**config.mk**
```make
export PLATFORM = sky130hd
export DESIGN_NAME = lsb_bank
export DESIGN_NICKNAME = d
export VERILOG_FILES = /design/src/pkg/lsb_pkg.sv /design/src/verilog/lsb_bank.sv
export SDC_FILE = /design/constraint.sdc
export NUM_CORES = 1
export LEC_CHECK = 0
export BUFFER_PORTS_ARGS = -buffer_cell sky130_fd_sc_hd__buf_2
export CAP_MARGIN = 25
export CORE_MARGIN = 10
export CORE_UTILIZATION = 62
export DETAILED_ROUTE_END_ITERATION = 6
export PLACE_DENSITY_LB_ADDON = 0.05
export SYNTH_ARGS = -nofsm -noshare
export SYNTH_HDL_FRONTEND = slang
export SYNTH_SLANG_ARGS = --single-unit
```
**constraint.sdc**
```tcl
create_clock -name pclk -period 2.6 [get_ports pclk]
set_input_delay 0.26 -clock pclk [delete_from_list [all_inputs] [get_ports pclk]]
set_output_delay 0.26 -clock pclk [all_outputs]
set_load 0.01 [all_outputs]
```
**src/pkg/lsb_pkg.sv**
```systemverilog
// package for the low-speed lane error and status bank
package lsb_pkg;
  // register indices; byte address is four times the index
  localparam logic [7:0]  LSB_IDX_LANE1_CNT    = 8'h12;
  localparam logic [7:0]  LSB_IDX_LANE2_CNT    = 8'h13;
  localparam logic [7:0]  LSB_IDX_LANE3_CNT    = 8'h14;
  localparam logic [7:0]  LSB_IDX_STATUS       = 8'h15;
  localparam logic [7:0]  LSB_IDX_RSVD_A       = 8'h16;
  localparam logic [7:0]  LSB_IDX_RSVD_B       = 8'h17;
  localparam logic [7:0]  LSB_IDX_LAT_CLEAR    = 8'h18;
  localparam logic [7:0]  LSB_IDX_CONFIG       = 8'h20;
  localparam logic [7:0]  LSB_IDX_IRQ_STATUS   = 8'h21;
  localparam logic [7:0]  LSB_IDX_IRQ_MASK     = 8'h22;
  // reset values
  localparam logic [15:0] LSB_CNT_RESET        = 16'hFFFD;
  localparam logic [15:0] LSB_CNT_CLEARED      = 16'h0000;
  localparam logic [15:0] LSB_STATUS_RESET     = 16'h0000;
  localparam logic [15:0] LSB_RSVD_RESET       = 16'h0000;
  localparam logic [3:0]  LSB_CONFIG_RESET     = 4'h0;
  // status field positions
  localparam int          LSB_BIT_LOS          = 10;
  localparam int          LSB_BIT_FIFO_ERR     = 9;
  localparam int          LSB_BIT_SYNC         = 8;
  localparam int          LSB_BIT_BAD_CODE     = 3;
  // reserved control a: only bits 11:8 and 6:0 are stored
  localparam logic [15:0] LSB_RSVD_A_MASK      = 16'h0F7F;
  // config register: [1:0] lane select, [3:2] pattern select
  localparam int          LSB_CFG_LANE_LSB     = 0;
  localparam int          LSB_CFG_PAT_LSB      = 2;
  // interrupt event bits
  localparam int          LSB_IRQ_LOS          = 0;
  localparam int          LSB_IRQ_FIFO_ERR     = 1;
  localparam int          LSB_IRQ_SYNC_LOST    = 2;
  localparam int          LSB_IRQ_BAD_CODE     = 3;
  localparam int          LSB_IRQ_W            = 4;

  // one lane's raw indications from the receive path
  typedef struct packed {
    logic signal_lost;
    logic sync;
    logic bad_code;
    logic pattern_miss;
  } lsb_lane_s;
endpackage

```
**src/verilog/lsb_bank.sv**
```systemverilog
// apb register bank: low-speed lane error counters and status
//
// What this block does
// - functional mode: lane counter adds one per invalid or disparity-error word.
// - pattern verify mode: lane counter counts mismatches of selected test pattern.
// - reading a lane counter returns its count, then clears it to zero, or to one if an error arrives in the read cycle.
// - lane counters hold 0xFFFD after reset until read or updated.
// - status bit 10 latches high on loss of signal on selected lane.
// - per-lane status bits follow the 2-bit lane select field.
// - status bit 9 latches high when lane alignment fifo reports error.
// - status bit 8 shows sync, latched low on any loss until read.
// - status bit 3 latches high on invalid code on selected lane.
// - status register resets to zero; reserved bits read-only zero.
// - reading latency clear register clears stopwatch status.
// - reserved control b is plain read-write storage resetting zero; a stores only bits 11:8 and 6:0.
`timescale 1ns/10ps
module lsb_bank
  import lsb_pkg::*;
#(
  parameter int NLANE = 3
)(
  input  wire logic              pclk,
  input  wire logic              presetn,
  input  wire logic              psel,
  input  wire logic              penable,
  input  wire logic              pwrite,
  input  wire logic [11:0]       paddr,
  input  wire logic [31:0]       pwdata,
  input  wire logic [3:0]        pstrb,
  output logic      [31:0]       prdata,
  output logic                   pready,
  output logic                   pslverr,
  input  wire logic              pattern_verify_mode,
  input  wire lsb_lane_s [3:0]   lane_in,
  input  wire logic              lane_align_fifo_fault,
  output logic [1:0]             pattern_select,
  output logic                   latency_stopwatch_clear,
  output logic                   irq
);

  typedef enum logic [1:0] {
    LSB_IDLE   = 2'b00,
    LSB_ANSWER = 2'b01
  } lsb_state_e;

  lsb_state_e           state_q;
  lsb_state_e           state_d;
  logic [15:0]          cnt_q [NLANE];
  logic                 los_q;
  logic                 fifo_q;
  logic                 sync_q;
  logic                 bad_q;
  logic [15:0]          rsvd_a_q;
  logic [15:0]          rsvd_b_q;
  logic [3:0]           cfg_q;
  logic [LSB_IRQ_W-1:0] ist_q;
  logic [LSB_IRQ_W-1:0] imask_q;
  logic                 setup;
  logic                 rd_hit;
  logic                 wr_hit;
  logic [7:0]        idx;
  logic [1:0]        sel;
  lsb_lane_s         cur;
  logic [LSB_IRQ_W-1:0] ev;
  logic [15:0]       status_v;
  logic [15:0]       rdata_v;
  logic              addr_ok;

  function automatic logic hit(input logic [7:0] i, input logic [7:0] r);
    hit = (i == r);
  endfunction

  // one wait state: request taken in setup, answered in the next cycle
  assign setup  = psel && !penable && (state_q == LSB_IDLE);
  assign idx    = paddr[9:2];
  assign rd_hit = setup && !pwrite;
  assign wr_hit = setup && pwrite;
  assign sel    = cfg_q[LSB_CFG_LANE_LSB +: 2];
  assign cur    = lane_in[sel];

  always_comb
  begin
    state_d = state_q;
    case (state_q)
      LSB_IDLE:   state_d = setup ? LSB_ANSWER : LSB_IDLE;
      LSB_ANSWER: state_d = LSB_IDLE;
      default:    state_d = LSB_IDLE;
    endcase
  end

  // answer cycle blocks a second setup from being taken twice
  always_ff @(posedge pclk or negedge presetn)
  begin
    if (!presetn)
      state_q <= LSB_IDLE;
    else
      state_q <= state_d;
  end

  // lane counters; lane 0 is counted elsewhere, lanes 1..NLANE here
  genvar g;
  generate
    for (g = 0; g < NLANE; g++)
    begin : g_cnt
      logic        inc;
      logic        clr;
      logic [15:0] cnt_d;
      // mode picks which error source advances the tally
      assign inc = pattern_verify_mode ? lane_in[g+1].pattern_miss
                                       : lane_in[g+1].bad_code;
      assign clr = rd_hit && hit(idx, LSB_IDX_LANE1_CNT + 8'(g));
      always_comb
      begin
        cnt_d = cnt_q[g];
        if (clr)
          // an error in the read cycle is kept, not lost
          cnt_d = inc ? 16'h0001 : LSB_CNT_CLEARED;
        // saturate rather than wrap, so a full tally never looks small
        else if (inc && cnt_q[g] != 16'hFFFF)
          cnt_d = cnt_q[g] + 16'h0001;
      end
      always_ff @(posedge pclk or negedge presetn)
      begin
        if (!presetn)
          cnt_q[g] <= LSB_CNT_RESET;
        else
          cnt_q[g] <= cnt_d;
      end
    end
  endgenerate

  // latched status; a read returns the held value, then re-arms on live level
  logic st_rd;
  assign st_rd = rd_hit && hit(idx, LSB_IDX_STATUS);

  // loss of signal latches high
  always_ff @(posedge pclk or negedge presetn)
  begin
    if (!presetn)
      los_q <= 1'b0;
    else if (st_rd)
      los_q <= cur.signal_lost;
    else
      los_q <= los_q | cur.signal_lost;
  end

  // alignment fifo fault latches high
  always_ff @(posedge pclk or negedge presetn)
  begin
    if (!presetn)
      fifo_q <= 1'b0;
    else if (st_rd)
      fifo_q <= lane_align_fifo_fault;
    else
      fifo_q <= fifo_q | lane_align_fifo_fault;
  end

  // sync latches low; zero until the first read re-arms it
  always_ff @(posedge pclk or negedge presetn)
  begin
    if (!presetn)
      sync_q <= 1'b0;
    else if (st_rd)
      sync_q <= cur.sync;
    else
      sync_q <= sync_q & cur.sync;
  end

  // invalid code latches high
  always_ff @(posedge pclk or negedge presetn)
  begin
    if (!presetn)
      bad_q <= 1'b0;
    else if (st_rd)
      bad_q <= cur.bad_code;
    else
      bad_q <= bad_q | cur.bad_code;
  end

  always_comb
  begin
    status_v = LSB_STATUS_RESET;
    status_v[LSB_BIT_LOS]      = los_q;
    status_v[LSB_BIT_FIFO_ERR] = fifo_q;
    status_v[LSB_BIT_SYNC]     = sync_q;
    status_v[LSB_BIT_BAD_CODE] = bad_q;
  end

  // write decode, one strobe per writable register
  logic wr_rsvd_a;
  logic wr_rsvd_b;
  logic wr_cfg;
  logic wr_mask;
  logic wr_ist;
  assign wr_rsvd_a = wr_hit && hit(idx, LSB_IDX_RSVD_A);
  assign wr_rsvd_b = wr_hit && hit(idx, LSB_IDX_RSVD_B);
  assign wr_cfg    = wr_hit && hit(idx, LSB_IDX_CONFIG) && pstrb[0];
  assign wr_mask   = wr_hit && hit(idx, LSB_IDX_IRQ_MASK) && pstrb[0];
  assign wr_ist    = wr_hit && hit(idx, LSB_IDX_IRQ_STATUS) && pstrb[0];

  // reserved control a: unstored bits read back as zero
  always_ff @(posedge pclk or negedge presetn)
  begin
    if (!presetn)
      rsvd_a_q <= LSB_RSVD_RESET;
    else if (wr_rsvd_a)
    begin
      if (pstrb[0])
        rsvd_a_q[7:0] <= pwdata[7:0] & LSB_RSVD_A_MASK[7:0];
      if (pstrb[1])
        rsvd_a_q[15:8] <= pwdata[15:8] & LSB_RSVD_A_MASK[15:8];
    end
  end

  // reserved control b: plain storage, drives nothing
  always_ff @(posedge pclk or negedge presetn)
  begin
    if (!presetn)
      rsvd_b_q <= LSB_RSVD_RESET;
    else if (wr_rsvd_b)
    begin
      if (pstrb[0])
        rsvd_b_q[7:0] <= pwdata[7:0];
      if (pstrb[1])
        rsvd_b_q[15:8] <= pwdata[15:8];
    end
  end

  // lane and pattern select
  always_ff @(posedge pclk or negedge presetn)
  begin
    if (!presetn)
      cfg_q <= LSB_CONFIG_RESET;
    else if (wr_cfg)
      cfg_q <= pwdata[3:0];
  end

  // interrupt mask
  always_ff @(posedge pclk or negedge presetn)
  begin
    if (!presetn)
      imask_q <= '0;
    else if (wr_mask)
      imask_q <= pwdata[LSB_IRQ_W-1:0];
  end

  // interrupt events: live level of each status condition, no edge detect
  assign ev[LSB_IRQ_LOS]       = cur.signal_lost;
  assign ev[LSB_IRQ_FIFO_ERR]  = lane_align_fifo_fault;
  assign ev[LSB_IRQ_SYNC_LOST] = !cur.sync;
  assign ev[LSB_IRQ_BAD_CODE]  = cur.bad_code;

  // one sticky bit per event; a new event wins over a write-one clear
  generate
    for (g = 0; g < LSB_IRQ_W; g++)
    begin : g_ist
      always_ff @(posedge pclk or negedge presetn)
      begin
        if (!presetn)
          ist_q[g] <= 1'b0;
        else if (ev[g])
          ist_q[g] <= 1'b1;
        else if (wr_ist && pwdata[g])
          ist_q[g] <= 1'b0;
      end
    end
  endgenerate

  // level interrupt, one cycle behind the sticky bits
  always_ff @(posedge pclk or negedge presetn)
  begin
    if (!presetn)
      irq <= 1'b0;
    else
      irq <= |(ist_q & imask_q);
  end

  // read mux
  always_comb
  begin
    rdata_v = 16'h0000;
    addr_ok = 1'b1;
    case (idx)
      LSB_IDX_LANE1_CNT:  rdata_v = cnt_q[0];
      LSB_IDX_LANE2_CNT:  rdata_v = cnt_q[1];
      LSB_IDX_LANE3_CNT:  rdata_v = cnt_q[2];
      LSB_IDX_STATUS:     rdata_v = status_v;
      LSB_IDX_RSVD_A:     rdata_v = rsvd_a_q;
      LSB_IDX_RSVD_B:     rdata_v = rsvd_b_q;
      LSB_IDX_LAT_CLEAR:  rdata_v = 16'h0000;
      LSB_IDX_CONFIG:     rdata_v = {12'h000, cfg_q};
      LSB_IDX_IRQ_STATUS: rdata_v = {12'h000, ist_q};
      LSB_IDX_IRQ_MASK:   rdata_v = {12'h000, imask_q};
      default:            addr_ok = 1'b0;
    endcase
  end

  // answer registered; data captured before the clear-on-read takes effect
  always_ff @(posedge pclk or negedge presetn)
  begin
    if (!presetn)
      prdata <= 32'h0000_0000;
    else if (rd_hit)
      prdata <= {16'h0000, rdata_v};
  end

  // fixed single wait state
  always_ff @(posedge pclk or negedge presetn)
  begin
    if (!presetn)
      pready <= 1'b0;
    else
      pready <= setup;
  end

  // unmapped index refused, nothing changes
  always_ff @(posedge pclk or negedge presetn)
  begin
    if (!presetn)
      pslverr <= 1'b0;
    else
      pslverr <= setup && !addr_ok;
  end

  // one-cycle pulse to the stopwatch; ordering is software's duty
  always_ff @(posedge pclk or negedge presetn)
  begin
    if (!presetn)
      latency_stopwatch_clear <= 1'b0;
    else
      latency_stopwatch_clear <= rd_hit && hit(idx, LSB_IDX_LAT_CLEAR);
  end

  // pattern choice handed to the checker in the receive path
  always_ff @(posedge pclk or negedge presetn)
  begin
    if (!presetn)
      pattern_select <= 2'b00;
    else
      pattern_select <= cfg_q[LSB_CFG_PAT_LSB +: 2];
  end

endmodule // lsb_bank

```
After elaboration in Yosys (flattened, before gate mapping)
Index checks and enable logic that the tools add are counted.
Storage, ports and cells
  bits in latches: 0
  word-level logic and storage cells: 118
  RAM bits: 0
  bits in registers: 114
  input bits: 71
  memories: 0
  output and inout port bits: 38
  bits in read-only memories: 0
Operators by class
  multipliers: 0
  shift-type cells: 0
  equality and inequality tests: 14
  bitwise logic cells: 5
  add/subtract/negate cells: 3
  div/mod/pow operators: 0
  muxes and demuxes: 30
  order comparisons: 1
  reduce and logical (&&, ||, !) cells: 41
Operators with widths (count)
  16-bit case mux with 9 select lines: 1
  16-bit 2-to-1 mux: 6
  8-bit by 5-bit == test with 1-bit output (second input constant): 7
  16-bit by 1-bit adder with 16-bit output (second input constant): 3
  16-bit inequality test (second input constant): 3
  1-bit logical AND: 25
  8-bit by 6-bit == test with 1-bit output (second input constant): 3
  1-bit 2-to-1 mux: 21
  2-bit nonzero test: 6
  10-bit OR reduction: 1
  4-bit binary-select mux with 2-bit select: 1
  2-bit AND reduction: 4
  4-bit bitwise AND: 1
  4-bit 2-to-1 mux: 1
  4-bit OR reduction: 1
  1-bit logical NOT: 3
  2-bit by 3-bit < comparator with 1-bit output (second input constant): 1
  1-bit OR: 3
  2-bit logical NOT: 1
  2-bit by 1-bit inequality test with 1-bit output (second input constant): 1
  1-bit bitwise AND: 1

Longest topological paths before layout
  word-level depth: 9
  depth in mapped cells: 8

Least setup slack after synthesis
No wires, ideal clock.
  path type: flip-flop to flip-flop
  start point: register cnt_q[17] in the netlist's numbering
  end point: register cnt_q[22] in the netlist's numbering
  data required time: 2527 ps
  clock period less this slack: 1724 ps
  data arrival time: 1651 ps
  setup time: 73 ps
  setup slack: 876 ps
  stages on the path, launching flop included: 7
  cells stage by stage: dfrtp_1 > ha_1 > and3_1 > and4_1 > buf_2 > or3_1 > a21oi_1
On the way
  longest elaborated chain between the ends: 3
  elaborated cells on any way between the ends: 6
RTL lines
  start, declared: line lsb_bank.sv:48  | logic [15:0] cnt_q [NLANE];
  start signal, assigned by index: line lsb_bank.sv:127  | cnt_q[g] <= cnt_d;
  16-bit by 1-bit adder with 16-bit output / 16-bit inequality test (equally long branches): line lsb_bank.sv:120, lsb_bank.sv:119
  16-bit 2-to-1 mux / 1-bit logical AND (equally long branches): line lsb_bank.sv:119  | else if (inc && cnt_q[g] != 16'hFFFF)
  16-bit 2-to-1 mux / 2-bit nonzero test (equally long branches)
Several ways; a longest one is shown, not always the timed one. The select of a mux whose other input is x is not followed.
A chain may end at the register's enable or synchronous reset.

Final worst setup path
  start point: register cnt_q[32] in the netlist's numbering
  end point: register cnt_q[33] in the netlist's numbering
Same word-level chain as after synthesis.

==> impl_summary.md <==
Run status
The run finished with clean final reports.

Power and ir drop
The clock share of power is 42.4%. The worst ir drop on vdd is 689 uV. In this run switching power makes up between 20% and 30% of total power. Per report_power, the combinational group accounts for 13.9% of the total. The total internal power is 0.00387 W.

Summed over all cells, the static leakage comes to 3.32 nW. The analysis attributes to net switching a power of 0.00148 W. The power per cell area is 681 mW/mm^2.

In this run, flip-flops and latches consume between 40% and 50% of the power.

Setup path
The largest stage delay on the critical path is ~0.6 ns. The termination of the worst setup path is cnt_q[33]. The data required time of the worst path is a little over 3 ns.

Counting both buffers and inverters, the worst setup path holds a total of 1. The master of the slowest instance on the critical path is sky130_fd_sc_hd__dfstp_2. The critical path goes through ha_1 > nand4_1 > nor4_4 > buf_4 > o21ai_0 > a21oi_1. The worst setup path is of the register to register kind. The critical path startpoint category is a register. The beginning of the worst register-to-register path is cnt_q[32]. The endpoint class of the critical path is a register. Among cell families on the critical path, the largest total delay comes from simple AND/OR/NAND/NOR gates. The worst register-to-register path has a depth of 6. The setup slack of the worst register-to-register path is a little over 0.5 ns.

The data arrival time of the critical path is 2.53 ns. Of all nets on the critical path, the largest fanout is 10. The worst flop-to-flop path endpoint is cnt_q[33].

The number of cells on the critical path is 6. Tracing the worst setup path back leads to its startpoint at cnt_q[32].

Placement
The standard cell area after detailed placement is 0.00712 mm^2. Counting tap cells, the placed design contains a total of 824 instances. The routability congestion estimate is between 0.9 and 1. Buffers placed on the I/O ports in this run total 69.

The post-placement worst setup slack is 0.471 ns. The HPWL reported at the end of detailed placement is 13500 um.

Floorplan
The initial utilization of the core area, before any placement, comes to 62.8%. The die covers 0.0155 mm^2. The core region is ~0.011 mm^2. The horizontal extent of the die is 124 um. The floorplan has 38 rows.

Pin placement for this block handled between 100 and 150 I/O pins. The die is 124 um tall.

Synth
In this run the biggest area consumer among cell types represents 25.6% of the synthesized area. The largest area contributor in the netlist is sky130_fd_sc_hd__dfrtp_1. The adder-cell share of the synthesized area is 0.556%. The post-synthesis async set-or-reset flop share is 100%. The number of distinct library cells after synthesis is between 70 and 80.

The dominant combinational cell family by area after synthesis is simple AND/OR/NAND/NOR gates. By area the synthesized netlist is led by sky130_fd_sc_hd__dfrtp_1 (26%), sky130_fd_sc_hd__dfstp_2 (18%), sky130_fd_sc_hd__mux2_2 (6.5%). The synthesized netlist cell count is 635. After synthesis the netlist holds a flip-flop and latch count of 114. The number of synthesized flops with an enable pin is 0. The most common flop cell mapped by yosys is sky130_fd_sc_hd__dfrtp_1. A synthesized cell averages between 10 and 15 um^2.

The simple-gate area share of the yosys netlist is a little over a fifth. After synthesis, flip-flops and latches occupy 43.1% of the total area. The area fraction in compound gates after synthesis is between 10% and 20%. During synthesis, Yosys emitted a total of 0 warnings. After Yosys synthesis, XOR and XNOR cells account for 0.130% of the synthesized area. The synthesized netlist occupies a cell area of 0.00675 mm^2. The portion of synthesized area spent on multiplexers is 13.1%.

Clocking
In this run the number of H-tree levels came out at 4. The tree is rooted in a sky130_fd_sc_hd__clkbuf_8. The clock reaches the later pin of the worst-skew pair after 0.53 ns.

The number of buffers created by CTS is 17. The TritonCTS clock tree is built. CTS saw 114 sinks. The buffer levels on the longest clock path is 2. The post-CTS resize count is 0.

Clock-pin slew was measured on the worst setup and hold paths at about 0.050 ns.

Timing
The clock skew is about 0.0074 ns. The number of hold-slack violations in the final timing report is 0. For the pin with the worst max-slew slack, the measured transition is a little under 0.8 ns.

Hold timing on the final database bottoms out at a slack of roughly 0.020 ns. Setup total negative slack on the finished layout was measured at 0 ns. Setup repair after global routing left no endpoint under its margin. The tightest slew margin relative to the limit is a little under half. The number of max-slew violations in the final report is 0. The maximum operating frequency is 0.481 GHz. The time the final worst path needs with I/O delays and setup is 2.08 ns.

The number of failing setup endpoints in the final timing report is 0. In the finished design, the share of the clock period the worst path needs comes to 80.0%. Setup slack closes at 0.520 ns.

Route
The final route contains between 5000 and 6000 vias. Wire segments on met3 add up to 1420 um in the final route. The final layout contains routed wiring with a total length of 18700 um.

The initial detailed-routing violation count is just over 600. The iteration count of the initial detailed-routing pass is 5. After detailed routing, the average wire length per cell comes to between 20 and 25 um. The wire length on met2 is approximately 9000 um. In this run the top signal layer used is met4.

The count of nets left with antenna violations once routing finished came out at 0. The post-route DRC violation count is 0. The detailed router put a total of around 7900 um of wire on met1. After detailed routing, the number of vias per cell comes to 6.53.

Final layout
The net count of the finished layout is 792. In the final layout, the share of cells above drive strength 1 is around 30%. The library cells used most frequently in the layout, excluding fill and tap cells, are sky130_fd_sc_hd__dfrtp_1 (69), sky130_fd_sc_hd__buf_2 (68), sky130_fd_sc_hd__nand2_1 (52).

Once layout is complete, the cells apart from fillers number 871. The area growth from synthesis to layout is 16.3%. The antenna diode count is 0. The finished cells cover 0.00785 mm^2. The library cell used most frequently in the layout, excluding fill and tap cells, is sky130_fd_sc_hd__dfrtp_1.

Global routing
The global-route wire length before repair is between 30000 and 40000 um. For this run, the total global-route usage over all layers was measured as roughly a quarter. The largest net degree at the start of global routing is 47.

The total overflow left after global routing is 0. The initial antenna violation count is 0. The via count of the first global-routing pass is 5637.

Flow run
Across the run, the number of max-cap violations was 0.

Worst hold path
The path category of the worst min-delay check is input port to register.
==> synth_stat cells, drive strengths merged, types with 10 or more instances <==
cell type and count:
or4 23, o31ai 22, o21ai 19, mux2 41, inv 11, and4 11, nand3 37, nand4 15
a21oi 32, clkbuf 10, mux2i 35, nand2 54, dfstp 45, buf 41, a22oi 10, and3 13
dfrtp 69
==> stage by stage <==
step	util, %	total power [W]
6_report	73.1	0.00534
5_1_grt	73.1	0.00557
4_1_cts	73.1	0.00535
3_5_place_dp	66.3	0.00306
3_3_place_gp	66.3	0.00302
2_1_floorplan	-	0.00276
==> what timing repair did <==
action	4_1_cts	5_1_grt
hold endpoints to repair	43	0
setup buffers	0	0
hold buffers	15	0
endpoints found under the setup margin	0	0
==> cell type report <==
type	count	area [um^2]
inverters	11	41.3
clock inverters	5	75.1
multi-input cells	474	3520
well taps	140	175
flip-flops and latches	114	2910
fillers	795	2900
clock buffers	27	502
repair buffers	100	631
==> sequential cells by signal (all words and copies together), names as in the netlist <==
name and cells:
los_q 1, pready 1, state_q 1, fifo_q 1, irq 1, latency_stopwatch_clear 1
rsvd_a_q 11, cfg_q 4, ist_q 4, pslverr 1, pattern_select 2, rsvd_b_q 16
bad_q 1, prdata 16, sync_q 1, imask_q 4, cnt_q 48
==> per-layer routing <==
metal | global-route usage (%) | vias to the layer above
li1 | - | 2610
met1 | 30.7 | 2859
met2 | 37.4 | 201
met3 | 7.40 | 20
met4 | 7.61 | 0
met5 | 0 | -
==> cells by family after synthesis <==
| family | count (synthesis) |
|---|---|
| compound gates | 152 |
| fa+ha+maj | 3 |
| simple gates | 223 |
| xor+xnor | 1 |
| flops | 114 |
| mux | 79 |
| other cells | 1 |
| buf+inv | 62 |
==> how the worst min path moves through the flow <==
stage | end | slack, ns | depth (start not counted) | from
global route | state_q[0] | 0.01 | 2 | psel
floorplan | bad_q | -0.04 | 0 | presetn
global placement | cnt_q[1] | 0.30 | 1 | presetn
finish | rsvd_a_q[8] | 0.02 | 2 | pwdata[8]
CTS | rsvd_a_q[8] | 0.003 | 2 | pwdata[8]
detailed placement | cnt_q[1] | 0.30 | 1 | presetn
==> power by group through the flow <==
| stage | clock network, W | logic (W) | registers (W) |
|---|---|---|---|
| 3_3_place_gp | 0 | 0.000687 | 0.00233 |
| 5_1_grt | 0.00238 | 0.000828 | 0.00236 |
| 4_1_cts | 0.00229 | 0.000739 | 0.00232 |
| 6_report | 0.00227 | 0.000741 | 0.00234 |
| 2_1_floorplan | 0 | 0.000521 | 0.00224 |
| 3_5_place_dp | 0 | 0.000719 | 0.00234 |
Power figures use the tool's default switching activity.
